### src/tcr_pkg.sv
// shared constants and carrier types of the tuner control register bank
package tcr_pkg;

	// register byte addresses on the serial bus
	localparam logic [7:0] ADDR_OSC_CTRL   = 8'h09;
	localparam logic [7:0] ADDR_BB_CTRL    = 8'h0A;
	localparam logic [7:0] ADDR_OFS_CTRL   = 8'h0B;
	localparam logic [7:0] ADDR_OFS_VALUE  = 8'h0C;
	localparam logic [7:0] ADDR_TBL_PTR    = 8'h0D;
	localparam logic [7:0] ADDR_TBL_READ   = 8'h10;

	// reset values of the writable registers, and the byte read at unmapped addresses
	localparam logic [7:0] RST_OSC_CTRL    = 8'h00;
	localparam logic [7:0] RST_BB_CTRL     = 8'h00;
	localparam logic [7:0] RST_OFS_CTRL    = 8'h00;
	localparam logic [7:0] RST_OFS_VALUE   = 8'h00;
	localparam logic [7:0] RST_TBL_PTR     = 8'h00;
	localparam logic [7:0] UNMAPPED_READ   = 8'h00;

	// oscillator_control fields
	localparam int OSC_SEL_LSB    = 6;
	localparam int SUB_BAND_LSB   = 3;
	localparam int AUTO_TUNE_BIT  = 2;
	localparam int CONV_LATCH_BIT = 1;
	localparam int CONV_READ_BIT  = 0;

	// baseband_control fields
	localparam int BW_LSB         = 4;
	localparam int BIAS_BIT       = 3;
	localparam int ATTACK_LSB     = 0;

	// offset_correction_control fields
	localparam int OFS_MSB_BIT    = 6;
	localparam int OFS_MODE_LSB   = 4;
	localparam int OFS_SPEED_LSB  = 2;
	localparam int OFS_THR_LSB    = 0;

	// table_pointer field
	localparam int TBL_PTR_LSB    = 0;

	// field codes
	localparam logic [1:0] OSC_OFF        = 2'h0;
	localparam logic [1:0] OFS_MODE_OFF   = 2'h0;
	localparam logic [1:0] OFS_MODE_AUTO  = 2'h3;
	localparam logic [1:0] OFS_SPEED_HOLD = 2'h0;
	localparam logic [3:0] TBL_TRACKING   = 4'h1;
	localparam logic [3:0] TBL_BALUN      = 4'h2;
	localparam logic [3:0] TBL_BANDWIDTH  = 4'h3;

	typedef enum logic [1:0] {
		OFS_OFF,
		OFS_MANUAL,
		OFS_AUTO
	} tcr_ofs_mode_e;

	// one accepted data byte from the serial protocol engine
	typedef struct packed {
		logic       strobe;
		logic [7:0] addr;
		logic [7:0] data;
	} tcr_wr_s;

	typedef struct packed {
		logic [3:0] bandwidth;
		logic       biasHigh;
		logic [2:0] attackPoint;
	} tcr_bb_s;

	typedef struct packed {
		tcr_ofs_mode_e mode;
		logic [1:0]    speed;
		logic          holdDac;
		logic [1:0]    threshold;
	} tcr_ofs_s;

endpackage

### src/tcr_coef_table.sv
// read-only coefficient table addressed by the table pointer
`timescale 1ns/1ps
module tcr_coef_table #(
	parameter logic [7:0] TRACKING_ENTRY  = 8'h00,
	parameter logic [7:0] BALUN_ENTRY     = 8'h00,
	parameter logic [7:0] BANDWIDTH_ENTRY = 8'h00
) (
	input  wire logic [3:0] pointer,
	output logic      [7:0] entry
);

	// reserved codes read as zero
	always_comb
	begin
		unique case (pointer)
			tcr_pkg::TBL_TRACKING:  entry = TRACKING_ENTRY;
			tcr_pkg::TBL_BALUN:     entry = BALUN_ENTRY;
			tcr_pkg::TBL_BANDWIDTH: entry = BANDWIDTH_ENTRY;
			default:                entry = 8'h00;
		endcase
	end

endmodule

### src/tcr_control_regs.sv
// tuner control register bank with decoded control outputs
`timescale 1ns/1ps

// Functional notes
// - manual oscillator select: off, low, mid, high
// - manual sub-band select 0..7 binary order
// - auto-tune bit hands selection to autotuner
// - latch bit holds converter output, manual only
// - read bit enables converter read, manual only
// - bandwidth field drives baseband filter bandwidth
// - bias bit selects high or low bias
// - attack point field; 000 most aggressive
// - control bit 6 is offset value MSB
// - value register gives low eight bits
// - offset mode: off, manual load, automatic
// - speed 00 holds DACs in automatic mode; others set speed
// - threshold field selects residual offset target
// - table pointer selects coefficient table entry
// - selected table entry appears in readback register
// - main bias shutdown needs shutdown-all set, manual oscillator field off, offset mode off
module tcr_control_regs #(
	parameter logic [7:0] TRACKING_ENTRY  = 8'h00,
	parameter logic [7:0] BALUN_ENTRY     = 8'h00,
	parameter logic [7:0] BANDWIDTH_ENTRY = 8'h00
) (
	input  wire logic                   sys_clk,
	input  wire logic                   sys_rst,
	input  wire tcr_pkg::tcr_wr_s       wrReq,
	input  wire logic [7:0]             rdAddr,
	output logic      [7:0]             rdData,
	input  wire logic [1:0]             autoOscSelect,
	input  wire logic [2:0]             autoSubBand,
	input  wire logic [2:0]             converterPin,
	input  wire logic [8:0]             autoDacI,
	input  wire logic [8:0]             autoDacQ,
	input  wire logic                   shutdownAllSet,
	output logic      [2:0]             oscEnable,
	output logic      [2:0]             subBand,
	output logic                        autoTuneActive,
	output logic                        converterReadEnable,
	output logic                        converterLatchEnable,
	output logic      [2:0]             tuningReading,
	output tcr_pkg::tcr_bb_s            bbCtrl,
	output tcr_pkg::tcr_ofs_s           ofsCtrl,
	output logic      [8:0]             dacI,
	output logic      [8:0]             dacQ,
	output logic      [7:0]             tableReadValue,
	output logic                        mainBiasMayShutdown
);

	logic [7:0]           oscillatorControl;
	logic [7:0]           basebandControl;
	logic [7:0]           offsetCorrectionControl;
	logic [7:0]           offsetCorrectionValue;
	logic [7:0]           tablePointer;
	logic [7:0]           tableEntry;
	logic [2:0]           convMeta;
	logic [2:0]           convSync;
	logic [1:0]           oscSelect;
	logic [8:0]           manualOffset;
	tcr_pkg::tcr_ofs_mode_e ofsMode;
	logic [7:0]           next_rdData;
	logic [2:0]           next_oscEnable;
	logic [2:0]           next_subBand;
	logic [8:0]           next_dacI;
	logic [8:0]           next_dacQ;

	// write of one byte lands on the edge after its strobe
	function automatic logic hit(input tcr_pkg::tcr_wr_s req, input logic [7:0] addr);
		hit = req.strobe && (req.addr == addr);
	endfunction

	function automatic tcr_pkg::tcr_ofs_mode_e decode_mode(input logic [1:0] code);
		unique case (code)
			tcr_pkg::OFS_MODE_OFF:  decode_mode = tcr_pkg::OFS_OFF;
			tcr_pkg::OFS_MODE_AUTO: decode_mode = tcr_pkg::OFS_AUTO;
			default:                decode_mode = tcr_pkg::OFS_MANUAL;
		endcase
	endfunction

	// register storage
	always_ff @(posedge sys_clk)
	begin
		if (sys_rst)
		begin
			oscillatorControl <= tcr_pkg::RST_OSC_CTRL;
		end
		else if (hit(wrReq, tcr_pkg::ADDR_OSC_CTRL))
		begin
			oscillatorControl <= wrReq.data;
		end
	end

	always_ff @(posedge sys_clk)
	begin
		if (sys_rst)
		begin
			basebandControl <= tcr_pkg::RST_BB_CTRL;
		end
		else if (hit(wrReq, tcr_pkg::ADDR_BB_CTRL))
		begin
			basebandControl <= wrReq.data;
		end
	end

	always_ff @(posedge sys_clk)
	begin
		if (sys_rst)
		begin
			offsetCorrectionControl <= tcr_pkg::RST_OFS_CTRL;
		end
		else if (hit(wrReq, tcr_pkg::ADDR_OFS_CTRL))
		begin
			// top bit is stored as written; host keeps it zero
			offsetCorrectionControl <= wrReq.data;
		end
	end

	always_ff @(posedge sys_clk)
	begin
		if (sys_rst)
		begin
			offsetCorrectionValue <= tcr_pkg::RST_OFS_VALUE;
		end
		else if (hit(wrReq, tcr_pkg::ADDR_OFS_VALUE))
		begin
			offsetCorrectionValue <= wrReq.data;
		end
	end

	always_ff @(posedge sys_clk)
	begin
		if (sys_rst)
		begin
			tablePointer <= tcr_pkg::RST_TBL_PTR;
		end
		else if (hit(wrReq, tcr_pkg::ADDR_TBL_PTR))
		begin
			// upper nibble stored as written; host keeps it zero
			tablePointer <= wrReq.data;
		end
	end

	// coefficient table lookup
	tcr_coef_table #(
		.TRACKING_ENTRY  (TRACKING_ENTRY),
		.BALUN_ENTRY     (BALUN_ENTRY),
		.BANDWIDTH_ENTRY (BANDWIDTH_ENTRY)
	) coefTable (
		.pointer (tablePointer[tcr_pkg::TBL_PTR_LSB +: 4]),
		.entry   (tableEntry)
	);

	always_ff @(posedge sys_clk)
	begin
		if (sys_rst)
		begin
			tableReadValue <= 8'h00;
		end
		else
		begin
			tableReadValue <= tableEntry;
		end
	end

	// register readback
	always_comb
	begin
		unique case (rdAddr)
			tcr_pkg::ADDR_OSC_CTRL:  next_rdData = oscillatorControl;
			tcr_pkg::ADDR_BB_CTRL:   next_rdData = basebandControl;
			tcr_pkg::ADDR_OFS_CTRL:  next_rdData = offsetCorrectionControl;
			tcr_pkg::ADDR_OFS_VALUE: next_rdData = offsetCorrectionValue;
			tcr_pkg::ADDR_TBL_PTR:   next_rdData = tablePointer;
			tcr_pkg::ADDR_TBL_READ:  next_rdData = tableReadValue;
			default:                 next_rdData = tcr_pkg::UNMAPPED_READ;
		endcase
	end

	always_ff @(posedge sys_clk)
	begin
		if (sys_rst)
		begin
			rdData <= tcr_pkg::UNMAPPED_READ;
		end
		else
		begin
			rdData <= next_rdData;
		end
	end

	// oscillator and sub-band selection
	always_comb
	begin
		autoTuneActive = oscillatorControl[tcr_pkg::AUTO_TUNE_BIT];
		if (autoTuneActive)
		begin
			oscSelect    = autoOscSelect;
			next_subBand = autoSubBand;
		end
		else
		begin
			oscSelect    = oscillatorControl[tcr_pkg::OSC_SEL_LSB +: 2];
			next_subBand = oscillatorControl[tcr_pkg::SUB_BAND_LSB +: 3];
		end
		unique case (oscSelect)
			2'h0:    next_oscEnable = 3'h0;
			2'h1:    next_oscEnable = 3'h1;
			2'h2:    next_oscEnable = 3'h2;
			2'h3:    next_oscEnable = 3'h4;
		endcase
	end

	always_ff @(posedge sys_clk)
	begin
		if (sys_rst)
		begin
			oscEnable <= 3'h0;
			subBand   <= 3'h0;
		end
		else
		begin
			oscEnable <= next_oscEnable;
			subBand   <= next_subBand;
		end
	end

	// tuning-voltage converter read and latch
	always_comb
	begin
		converterReadEnable  = !autoTuneActive && oscillatorControl[tcr_pkg::CONV_READ_BIT];
		converterLatchEnable = !autoTuneActive && oscillatorControl[tcr_pkg::CONV_LATCH_BIT];
	end

	always_ff @(posedge sys_clk)
	begin
		if (sys_rst)
		begin
			convMeta <= 3'h0;
			convSync <= 3'h0;
		end
		else
		begin
			convMeta <= converterPin;
			convSync <= convMeta;
		end
	end

	// latch set freezes the reading; otherwise it follows while reads are on
	always_ff @(posedge sys_clk)
	begin
		if (sys_rst)
		begin
			tuningReading <= 3'h0;
		end
		else if (converterReadEnable && !converterLatchEnable)
		begin
			tuningReading <= convSync;
		end
	end

	// baseband filter and detector controls
	always_ff @(posedge sys_clk)
	begin
		if (sys_rst)
		begin
			bbCtrl <= '0;
		end
		else
		begin
			bbCtrl.bandwidth   <= basebandControl[tcr_pkg::BW_LSB +: 4];
			bbCtrl.biasHigh    <= basebandControl[tcr_pkg::BIAS_BIT];
			bbCtrl.attackPoint <= basebandControl[tcr_pkg::ATTACK_LSB +: 3];
		end
	end

	// offset correction controls
	always_comb
	begin
		manualOffset = {offsetCorrectionControl[tcr_pkg::OFS_MSB_BIT], offsetCorrectionValue};
		ofsMode      = decode_mode(offsetCorrectionControl[tcr_pkg::OFS_MODE_LSB +: 2]);
	end

	always_ff @(posedge sys_clk)
	begin
		if (sys_rst)
		begin
			ofsCtrl.mode      <= tcr_pkg::OFS_OFF;
			ofsCtrl.speed     <= tcr_pkg::OFS_SPEED_HOLD;
			ofsCtrl.holdDac   <= 1'b1;
			ofsCtrl.threshold <= 2'h0;
		end
		else
		begin
			ofsCtrl.mode      <= ofsMode;
			ofsCtrl.speed     <= offsetCorrectionControl[tcr_pkg::OFS_SPEED_LSB +: 2];
			ofsCtrl.holdDac   <= offsetCorrectionControl[tcr_pkg::OFS_SPEED_LSB +: 2] == tcr_pkg::OFS_SPEED_HOLD;
			ofsCtrl.threshold <= offsetCorrectionControl[tcr_pkg::OFS_THR_LSB +: 2];
		end
	end

	// DAC words: off clears, manual loads both, auto tracks unless held
	always_comb
	begin
		next_dacI = dacI;
		next_dacQ = dacQ;
		unique case (ofsMode)
			tcr_pkg::OFS_OFF:
			begin
				next_dacI = 9'h000;
				next_dacQ = 9'h000;
			end
			tcr_pkg::OFS_MANUAL:
			begin
				next_dacI = manualOffset;
				next_dacQ = manualOffset;
			end
			tcr_pkg::OFS_AUTO:
			begin
				if (offsetCorrectionControl[tcr_pkg::OFS_SPEED_LSB +: 2] != tcr_pkg::OFS_SPEED_HOLD)
				begin
					next_dacI = autoDacI;
					next_dacQ = autoDacQ;
				end
			end
			default:
			begin
				next_dacI = 9'h000;
				next_dacQ = 9'h000;
			end
		endcase
	end

	always_ff @(posedge sys_clk)
	begin
		if (sys_rst)
		begin
			dacI <= 9'h000;
			dacQ <= 9'h000;
		end
		else
		begin
			dacI <= next_dacI;
			dacQ <= next_dacQ;
		end
	end

	// main bias shutdown permission
	always_ff @(posedge sys_clk)
	begin
		if (sys_rst)
		begin
			mainBiasMayShutdown <= 1'b0;
		end
		else
		begin
			mainBiasMayShutdown <= shutdownAllSet
				&& oscillatorControl[tcr_pkg::OSC_SEL_LSB +: 2] == tcr_pkg::OSC_OFF
				&& offsetCorrectionControl[tcr_pkg::OFS_MODE_LSB +: 2] == tcr_pkg::OFS_MODE_OFF;
		end
	end

endmodule

### config.mk
export PLATFORM = sky130hd
export DESIGN_NAME = tcr_control_regs
export DESIGN_NICKNAME = d
export VERILOG_FILES = /design/src/tcr_pkg.sv /design/src/tcr_coef_table.sv /design/src/tcr_control_regs.sv
export SDC_FILE = /design/constraint.sdc
export NUM_CORES = 1
export LEC_CHECK = 0
export ABC_AREA = 0
export ABC_CLOCK_PERIOD_IN_PS = 2390
export BUFFER_PORTS_ARGS = -buffer_cell sky130_fd_sc_hd__buf_2
export CAP_MARGIN = 20
export CORE_ASPECT_RATIO = 0.75
export CORE_UTILIZATION = 45
export CTS_CLUSTER_SIZE = 28
export DETAILED_ROUTE_END_ITERATION = 6
export PLACE_DENSITY = 0.77
export SYNTH_ARGS = -nofsm -noshare
export SYNTH_HDL_FRONTEND = slang
export SYNTH_SLANG_ARGS = --single-unit
### constraint.sdc
create_clock -name sys_clk -period 2.39 [get_ports sys_clk]
set_input_delay 0.1195 -clock sys_clk [delete_from_list [all_inputs] [get_ports sys_clk]]
set_output_delay 0.1195 -clock sys_clk [all_outputs]
set_load 0.05 [all_outputs]
# After elaboration in Yosys (flattened, before gate mapping)
# Cells that the tools add are included.
[classes]
n_mux = 9
n_reduce_logical = 17
eq_ne = 17
[op_table]
columns = ["cell", "count"]
rows = [
  ["$eq A8 B4 Y1 const B", 10],
  ["$pmux W8 S5", 1],
  ["$pmux W9 S2", 2],
  ["$mux W9", 2],
  ["$pmux W3 S4", 1],
  ["$logic_and A1 B1 Y1", 10],
  ["$eq A2 B2 Y1 const B", 4],
  ["$logic_not A2 Y1", 4],
  ["$eq A2 B1 Y1 const B", 2],
  ["$pmux W2 S2", 1],
  ["$mux W3", 1],
  ["$logic_not A1 Y1", 2],
  ["$mux W2", 1],
  ["$ne A2 B2 Y1 const B", 1],
  ["$reduce_bool A2 Y1", 1],
]
[word_totals]
inputBits = 54
output_inout_bits = 62
elab_cells = 64
reg_bits = 97

# Depth between registers and ports, before layout
# Gate-level depths: netlist (run 1).
[logic_depth]
depth_word = 4
ltp_mapped = 8
ltp_nobuf = 6

# By module
# A second synthesis (run 1) with hierarchy kept.
[unflattened]
hier_cells = 435
hier_area_um2 = 4220.3
[by_module_without_submodules]
columns = ["mod", "instances", "area_each_um2", "cells_each"]
rows = [
  ["tcr_control_regs", 1, 4156.5, 426],
  ["tcr_coef_table", 1, 63.8, 9],
]

# Worst setup path before layout (run 1)
# OpenSTA, ideal clock, no wires.
[synth_timing]
path_type = "reg-to-reg"
from = "reg oscillatorControl[2]"
to = "reg tuningReading[2]"
required_time_ns = 2.262
t_arrival_ns = 1.916
path_stages_with_launch = 5
path_slack_ns = 0.347
path_cell_list = "dfxtp_1 nor2b_1 nor2b_1 mux2i_1 nor2_1"
[synth_via]
elab_cells_between_ends = 5
[synth_lines]
columns = ["element", "line", "source"]
rows = [
  ["start, declared", "tcr_control_regs.sv:51", "logic [7:0] oscillatorControl;"],
  ["start signal, assigned", "tcr_control_regs.sv:86", "oscillatorControl <= tcr_pkg::RST_OSC_CTRL;"],
  ["start signal, assigned", "tcr_control_regs.sv:90", "oscillatorControl <= wrReq.data;"],
  ["$logic_not A1 Y1", "tcr_control_regs.sv:231", "converterReadEnable = !autoTuneActive && oscillatorControl[tcr_pkg::CONV_READ_BIT];"],
  ["$logic_and A1 B1 Y1", "tcr_control_regs.sv:231", ""],
  ["named net converterReadEnable", "tcr_control_regs.sv:40", "output logic converterReadEnable,"],
  ["$logic_and A1 B1 Y1", "tcr_control_regs.sv:256", "else if (converterReadEnable && !converterLatchEnable)"],
  ["end signal, assigned", "tcr_control_regs.sv:258", "tuningReading <= convSync;"],
  ["end, declared", "tcr_control_regs.sv:42", "output logic [2:0] tuningReading,"],
]
# The timed path passes the listed nets, and every way through them passes these cells.
# A chain may end at the register's enable or synchronous reset.

# Worst setup path in the final report (run 1)
[layout_timing]
from = "reg offsetCorrectionControl[5]"
to = "reg dacQ[6]"
[layout_via]
elab_chain_cells = 4
elab_cells_between_ends = 7
[layout_rtl]
columns = ["element", "line", "source"]
rows = [
  ["start, declared", "tcr_control_regs.sv:53", "logic [7:0] offsetCorrectionControl;"],
  ["start signal, assigned", "tcr_control_regs.sv:110", "offsetCorrectionControl <= tcr_pkg::RST_OFS_CTRL;"],
  ["start signal, assigned", "tcr_control_regs.sv:115", "offsetCorrectionControl <= wrReq.data;"],
  ["$eq A2 B2 Y1 / $logic_not A2 Y1 (equally long branches)", "tcr_control_regs.sv:74", "unique case (code)"],
  ["$pmux W2 S2 (*)", "tcr_control_regs.sv:74", ""],
  ["named net ofsMode[0]", "tcr_control_regs.sv:61", "tcr_pkg::tcr_ofs_mode_e ofsMode;"],
  ["$eq A2 B2 Y1 / $eq A2 B1 Y1 (equally long branches)", "tcr_control_regs.sv:307", "unique case (ofsMode)"],
  ["$pmux W9 S2 / $ne A2 B2 Y1 (equally long branches)", "--", ""],
  ["end signal, assigned", "tcr_control_regs.sv:344", "dacQ <= next_dacQ;"],
  ["end, declared", "tcr_control_regs.sv:46", "output logic [8:0] dacQ,"],
]
# Mark *: on every way through the listed nets, which the timed path passes. The rest lies on a longest branch.

==> flow_summary.ini, run 1 <==
[logic_synthesis]
synthDominantAreaCellType = sky130_fd_sc_hd__dfxtp_1
yosys-top-cells-area = sky130_fd_sc_hd__dfxtp_1 (50%), sky130_fd_sc_hd__mux2i_1 (12%), sky130_fd_sc_hd__nor2_1 (6.3%), sky130_fd_sc_hd__a22oi_1 (4.8%), sky130_fd_sc_hd__mux2_2 (4.6%)
postSynth.topFlopCell = sky130_fd_sc_hd__dfxtp_1
combinational_family_with_the_most_area_after_synthesis = simple AND/OR/NAND/NOR gates
synth_adder_area_share = 0.00957
synthXorXnorAreaFrac = 0
synth_seq_cells = 97
yosys.cell_count.top_type = sky130_fd_sc_hd__dfxtp_1
synth.cells.most_frequent = sky130_fd_sc_hd__dfxtp_1 (97), sky130_fd_sc_hd__nor2_1 (66), sky130_fd_sc_hd__mux2i_1 (46)
synth-edff-count = 0
async_set_or_reset_flop_fraction_in_the_synthesized_netlist = 0
yosys.cell_types.count = 35
synth_top_area_frac = 0.495
synthSimpleGateAreaFrac = 0.188
count_of_mapped_cells_out_of_synthesis = 397
seq_area_frac_synth = 0.495
post_synth_mux_area_share = 0.163
yosysWarningCount = 0
avgSynthCellArea_um2 = 9.88
syn_area_um2 = 3920
synthesized_area_fraction_occupied_by_ao_oa_aoi_and_oai_cells = 0.0912

[finish]
seq_area_um2 = 1940
finalCoreUtilization = 0.571
syn_to_final_growth_pct = 23.1
finalNetCount = 553
filler_cell_count = 727
layout-drive-gt1-share = 0.304
antenna_cells_inserted = 0
total_area_of_multi_input_combinational_cells_um2 = 1810

[critical_path]
startpoint_type = register
reg2reg_slack_ns = 0.65
worst_ep_arrival_time_ns = 2.02
timing.critical_path.to = dacQ[6]$_SDFFE_PP0P_
r2r.worst_path.cells = 6
critical_path_class = register to register
r2r_end = dacQ[6]$_SDFFE_PP0P_
worst_setup_path_start = offsetCorrectionControl[5]$_SDFFE_PP0P_
cp-end-kind = register
crit-reg2reg-launch = offsetCorrectionControl[5]$_SDFFE_PP0P_
critPathMaxFanout = 19
crit_required_ns = 2.67

[grt]
grt_antenna_before_repair = 0
first_pass_grt_wire_length_um = 14600
pin_count_of_the_biggest_net_entering_global_routing = 37
grt_util_overall = 0.209
first_global_vias = 2980
overflow = 0

[flow_run]
max_cap_viol_count = 0

[power_and_ir_drop]
powerDensity_nw_per_um2 = 696
power.ir.vdd_worst_uv = 435
cellLeakagePower_nw = 2.15

[drt]
via_per_inst = 5.29
antenna_violating_nets_left = 0
route.detailed.drc = 0
wl_met1_um = 4100
routed-via-count = 3216
routed_wl_um = 9030
drt_pass1_iterations = 6
maxUsedRoutingLayer = met4
wl_per_cell_um = 14.8
detailroute.wirelength.met3_um = 720
detail_route.iter0.violations = 188
met2WireLength_um = 4110

[worst_hold_path]
hold_path.class = input pin to register
depth_of_the_worst_hold_timing_path = 2

[sta]
worst_tran_pin_value_ns = 0.740
grt_setup_unrepaired = no
setup_slack_ns = 0.647
relSlewSlack = 0.505
final_max_slew_viol_count = 0
fin_setup_tns_ns = 0
layout_worst_path_cycle_share = 0.729
period_needed_ns = 1.74
finalHoldViolCount = 0
timing.fmax_mhz = 574
setup_violators_final = 0
clock_skew_ns = 0.00798

[clock_tree]
clockRootBuffer = sky130_fd_sc_hd__clkbuf_16
cts.htree.levels = 3
max-clock-path-buffers = 2
clk_transition_reported_paths_ns = 0.06
cts_tree = done
clock_insertion_delay_worst_skew_ns = 0.33
cts_resized = 0
numClockSinks = 97
cts-buffers-inserted = 9

[floorplanning]
start_util = 0.464
core.rowCount = 29
io-pin-count = 116
die_width_um = 110
design.core.area_um2 = 8450
dieArea_um2 = 9100
die_height_um = 82.9

[status]
run_status = finished clean

[place]
post_place_setup_slack_ns = 0.401
port_buffers = 107
gp_routability_congestion = 0.800
place.detailed.hpwl_um = 6640
==> worst min path at each step <==
stage                     from                      to  slack, ns
3_5_place_dp   converterPin[0]  convMeta[0]$_SDFF_PP0_       0.34
2_1_floorplan  converterPin[0]  convMeta[0]$_SDFF_PP0_       0.25
3_3_place_gp   converterPin[2]  convMeta[2]$_SDFF_PP0_       0.34
6_report       converterPin[2]  convMeta[2]$_SDFF_PP0_       0.01
5_1_grt         autoSubBand[0]   subBand[0]$_SDFF_PP0_       0.03
4_1_cts        converterPin[2]  convMeta[2]$_SDFF_PP0_      0.003
==> layer usage <==
metal,GRT usage,up-vias
met5,0,-
met4,0.0630,0
met3,0.0722,10
met2,0.318,111
met1,0.278,1533
li1,-,1562
==> registers in the layout (all words and copies together), names as in the netlist <==
| name | cells |
|---|---|
| mainBiasMayShutdown | 1 |
| tablePointer | 8 |
| tuningReading | 3 |
| rdData | 8 |
| offsetCorrectionControl | 8 |
| ofsCtrl | 7 |
| convMeta | 3 |
| basebandControl | 8 |
| dacI | 9 |
| oscillatorControl | 8 |
| offsetCorrectionValue | 8 |
| subBand | 3 |
| convSync | 3 |
| dacQ | 9 |
| oscEnable | 3 |
| bbCtrl | 8 |
==> cell type report <==
| class | instances | share of cell area |
|---|---|---|
| Tap cell | 108 | 0.0280 |
| Inverter | 4 | 0.00311 |
| Clock inverter | 3 | 0.0187 |
| Sequential cell | 97 | 0.402 |
| Multi-Input combinational cell | 269 | 0.375 |
| Timing Repair Buffer | 115 | 0.124 |
| Clock buffer | 12 | 0.0490 |
==> power breakdown <==
part / internal (mW) / total [mW] / switching (mW)
clock network: 1.02 / 1.58 / 0.564
logic: 0.0526 / 0.154 / 0.102
registers: 1.62 / 1.63 / 0.00213
==> per-stage QoR <==
step                      cell area [µm²]  power [mW]  std cells  hold WS (ns)
final                                4830        3.36        608        0.0143
after detailed placement             4480        1.81        591         0.340
after CTS                            4830        3.39        608       0.00306
after global routing                 4830        3.47        608        0.0290
after global placement               4480        1.81        591         0.343
after floorplan                      3950        1.75        404         0.248
==> logic make-up after synthesis <==
| logic type | after synthesis |
|---|---|
| other | 1 |
| DFF | 97 |
| adders and majority gates | 3 |
| buffers and inverters | 38 |
| muxes | 62 |
| AOI/OAI and AO/OA | 56 |
| and+or+nand+nor | 140 |
==> timing repair <==
item                      CTS  global route
buffers inserted            0             0
hold endpoints to repair    2             0
hold buffers                2             0
==> cell usage in the layout (no fill, tap or decap), drive strengths merged <==
cell type,instances
mux2i,46
nand4b,2
mux2,16
clkbuf,12
nand2,10
nor4b,2
nor4,2
a2111o,1
o32a,1
dlygate4sd3,2
nand2b,1
nor3b,1
dfxtp,97
a22oi,25
nor2b,23
nor2,66
a21oi,28
or4b,1
ha,3
a2bb2oi,1
nand3b,4
nand3,1
conb,8
buf,113
or2,1
or4,2
nor3,21
bufinv,3
inv,4
or3,3
==> worst max-delay path, stage by stage, from the launching register on <==
cell and delay [ns]:
sky130_fd_sc_hd__dfxtp_1 0.40, sky130_fd_sc_hd__inv_1 0.06, sky130_fd_sc_hd__ha_1 0.68, sky130_fd_sc_hd__a22oi_1 0.19
sky130_fd_sc_hd__nor3_1 0.19, sky130_fd_sc_hd__a21oi_1 0.06, sky130_fd_sc_hd__nor2_1 0.09
Power figures use the tool's default switching activity.
==> inputs of run 2 (changes only) <==
ABC_AREA = 1   (was 0)
ABC_CLOCK_PERIOD_IN_PS = 1500   (was 2390)
PLACE_DENSITY = 0.8   (was 0.77)
clock period = 1.5 ns   (was 2.39 ns; I/O delays follow)
==> flow_summary.ini, run 2 <==
[power_and_ir_drop]
cellLeakagePower_nw = 2.19
power.ir.vdd_worst_uv = 583
report.power.total_mw = 5.25
powerDensity_nw_per_um2 = 1080

[sta]
setup_violators_final = 0
relSlewSlack = 0.639
layout_worst_path_cycle_share = 0.938
finalHoldViolCount = 0
worst_tran_pin_value_ns = 0.539
clock_skew_ns = 0.00815
final_max_slew_viol_count = 0
period_needed_ns = 1.41
timing.fmax_mhz = 711

[finish]
most-common-layout-cells = sky130_fd_sc_hd__buf_2 (107), sky130_fd_sc_hd__dfxtp_1 (96), sky130_fd_sc_hd__nand2_1 (93), sky130_fd_sc_hd__nor2_1 (74), sky130_fd_sc_hd__o21ai_0 (62)
filler_cell_count = 702
most_common_cell_after_layout_fill_and_taps_aside = sky130_fd_sc_hd__buf_2
finalNetCount = 690
syn_to_final_growth_pct = 26.5
layout-drive-gt1-share = 0.226
finalCoreUtilization = 0.603
total_area_of_multi_input_combinational_cells_um2 = 1590
antenna_cells_inserted = 0
seq_area_um2 = 1940
top_registers = dacI: 9 flops, dacQ: 9 flops

[logic_synthesis]
yosys.cell_count.top_type = sky130_fd_sc_hd__dfxtp_1
count_of_mapped_cells_out_of_synthesis = 522
synthDominantAreaCellType = sky130_fd_sc_hd__dfxtp_1
combinational_family_with_the_most_area_after_synthesis = simple AND/OR/NAND/NOR gates
yosys-top-cells-area = sky130_fd_sc_hd__dfxtp_1 (50%), sky130_fd_sc_hd__nand2_1 (9.0%), sky130_fd_sc_hd__o21ai_0 (8.0%), sky130_fd_sc_hd__nor2_1 (7.4%), sky130_fd_sc_hd__a21oi_1 (7.1%)
synthSimpleGateAreaFrac = 0.234
yosys.cell_types.count = 22
synth-edff-count = 0
synth.cells.most_frequent = sky130_fd_sc_hd__dfxtp_1 (97), sky130_fd_sc_hd__nand2_1 (93), sky130_fd_sc_hd__nor2_1 (76)
postSynth.topFlopCell = sky130_fd_sc_hd__dfxtp_1
synth_seq_cells = 97
async_set_or_reset_flop_fraction_in_the_synthesized_netlist = 0
seq_area_frac_synth = 0.503
synthesized_area_fraction_occupied_by_ao_oa_aoi_and_oai_cells = 0.158
synthXorXnorAreaFrac = 0
post_synth_mux_area_share = 0
synth_adder_area_share = 0.00972
syn_area_um2 = 3860
avgSynthCellArea_um2 = 7.39
synth_top_area_frac = 0.503
yosysWarningCount = 0

[critical_path]
startpoint_type = register
cp-end-kind = register
critical_path_class = register to register
crit_required_ns = 1.77
r2r_end = dacQ[3]$_SDFFE_PP0P_
timing.critical_path.slowest_cell_delay_ns = 0.39
reg2reg_slack_ns = 0.09
crit_path_top_delay_cell = sky130_fd_sc_hd__dfxtp_1
worst_ep_arrival_time_ns = 1.68
worst_path_cell_trace = ha_1 -> nor3b_4 -> buf_6 -> nand2_1 -> a21oi_1
r2r.worst_path.cells = 5
crit-reg2reg-launch = offsetCorrectionControl[5]$_SDFFE_PP0P_
critPathMaxFanout = 18

[clock_tree]
clk_transition_reported_paths_ns = 0.07
cts_tree = done
cts-buffers-inserted = 9
clock_insertion_delay_worst_skew_ns = 0.35
numClockSinks = 97
cts.htree.levels = 3
max-clock-path-buffers = 2
clockRootBuffer = sky130_fd_sc_hd__clkbuf_16

[status]
run_status = finished clean

[drt]
route.detailed.drc = 0
wl_per_cell_um = 13.8
routed-via-count = 3823
antenna_violating_nets_left = 0
detail_route.iter0.violations = 312
via_per_inst = 5.15
drt_pass1_iterations = 6
routed_wl_um = 10200

[floorplanning]
design.core.area_um2 = 8090
die_height_um = 82.2
io-pin-count = 116
dieArea_um2 = 8960
core.rowCount = 28
start_util = 0.477
die_width_um = 109

[grt]
overflow = 0
pin_count_of_the_biggest_net_entering_global_routing = 46
grt_antenna_before_repair = 0
first_global_vias = 3317
first_pass_grt_wire_length_um = 15600
grt_util_overall = 0.229

[worst_hold_path]
hold_path.class = input pin to register
holdCritStartpoint = shutdownAllSet
depth_of_the_worst_hold_timing_path = 3
timing.hold.worst_endpoint = mainBiasMayShutdown$_SDFF_PP0_

[flow_run]
max_cap_viol_count = 0

[place]
gp_routability_congestion = 0.890
port_buffers = 107
place.detailed.hpwl_um = 7250
run 2: worst max path at each step:
stage                                                        from                    to  slack (ns)  depth (start not counted)
after detailed placement  offsetCorrectionControl[4]$_SDFFE_PP0P_  dacI[3]$_SDFFE_PP0P_       -0.12                          5
final                     offsetCorrectionControl[5]$_SDFFE_PP0P_  dacQ[3]$_SDFFE_PP0P_        0.09                          5
after floorplan           offsetCorrectionControl[4]$_SDFFE_PP0P_  dacI[3]$_SDFFE_PP0P_        0.01                          7
after CTS                 offsetCorrectionControl[4]$_SDFFE_PP0P_  dacQ[3]$_SDFFE_PP0P_        0.07                          5
after global routing      offsetCorrectionControl[4]$_SDFFE_PP0P_  dacQ[3]$_SDFFE_PP0P_       -0.01                          6
after global placement    offsetCorrectionControl[4]$_SDFFE_PP0P_  dacI[3]$_SDFFE_PP0P_       -0.01                          5
run 2: cell families after synthesis:
family | count (synthesis)
other cells | 1
compound gates | 120
flops | 97
fa+ha+maj | 3
simple gates | 219
buf+inv | 82
run 2: cell type report:
class,instances,area share
inverter,50,0.0390
sequential,97,0.398
clock buffer,9,0.0461
timing repair buffer,125,0.146
clock inverter,7,0.0172
tap,105,0.0269
multi-input combinational,350,0.326
run 2: metal layers:
metal  vias to the layer above  global-route usage  part of all wire
li1                       1882                   -                 -
met1                      1760               0.303              0.44
met2                       156               0.363              0.47
met3                        25              0.0612             0.076
met4                         0              0.0770             0.019
met5                         -                   0                 0
run 2: where the power goes:
| part | internal, mW | switching (mW) |
|---|---|---|
| clock | 1.32 | 1.05 |
| sequential | 2.59 | 0.00407 |
| combinational | 0.0966 | 0.191 |
| total | 4.01 | 1.24 |
run 2: per-stage QoR:
stage / instances / hold WS [ns] / setup TNS (ns) / setup slack, ns / area (µm²)
after floorplan: 529 / 0.182 / 0 / 0.0126 / 3890
after global placement: 720 / 0.283 / -0.0235 / -0.0126 / 4480
after detailed placement: 720 / 0.287 / -1.18 / -0.115 / 4480
after CTS: 742 / 0.0449 / 0 / 0.0671 / 4850
after global routing: 743 / 0.0431 / -0.0189 / -0.0121 / 4880
final: 743 / 0.0436 / 0 / 0.0935 / 4880
run 2: critical path: cells and delay by family, from the launching register on:
kind | cells | cell delay [ns]
buffers and inverters | 1 | 0.22
and+or+nand+nor | 2 | 0.35
DFF | 1 | 0.39
adders and majority gates | 1 | 0.19
AOI/OAI and AO/OA | 1 | 0.17
run 2: what timing repair did:
item,4_1_cts,5_1_grt
hold buffers,6,0
pin swaps,0,1
gates resized for setup,1,2
endpoints found under the hold margin,6,0
endpoints found under the setup margin,18,14
setup buffers,0,1
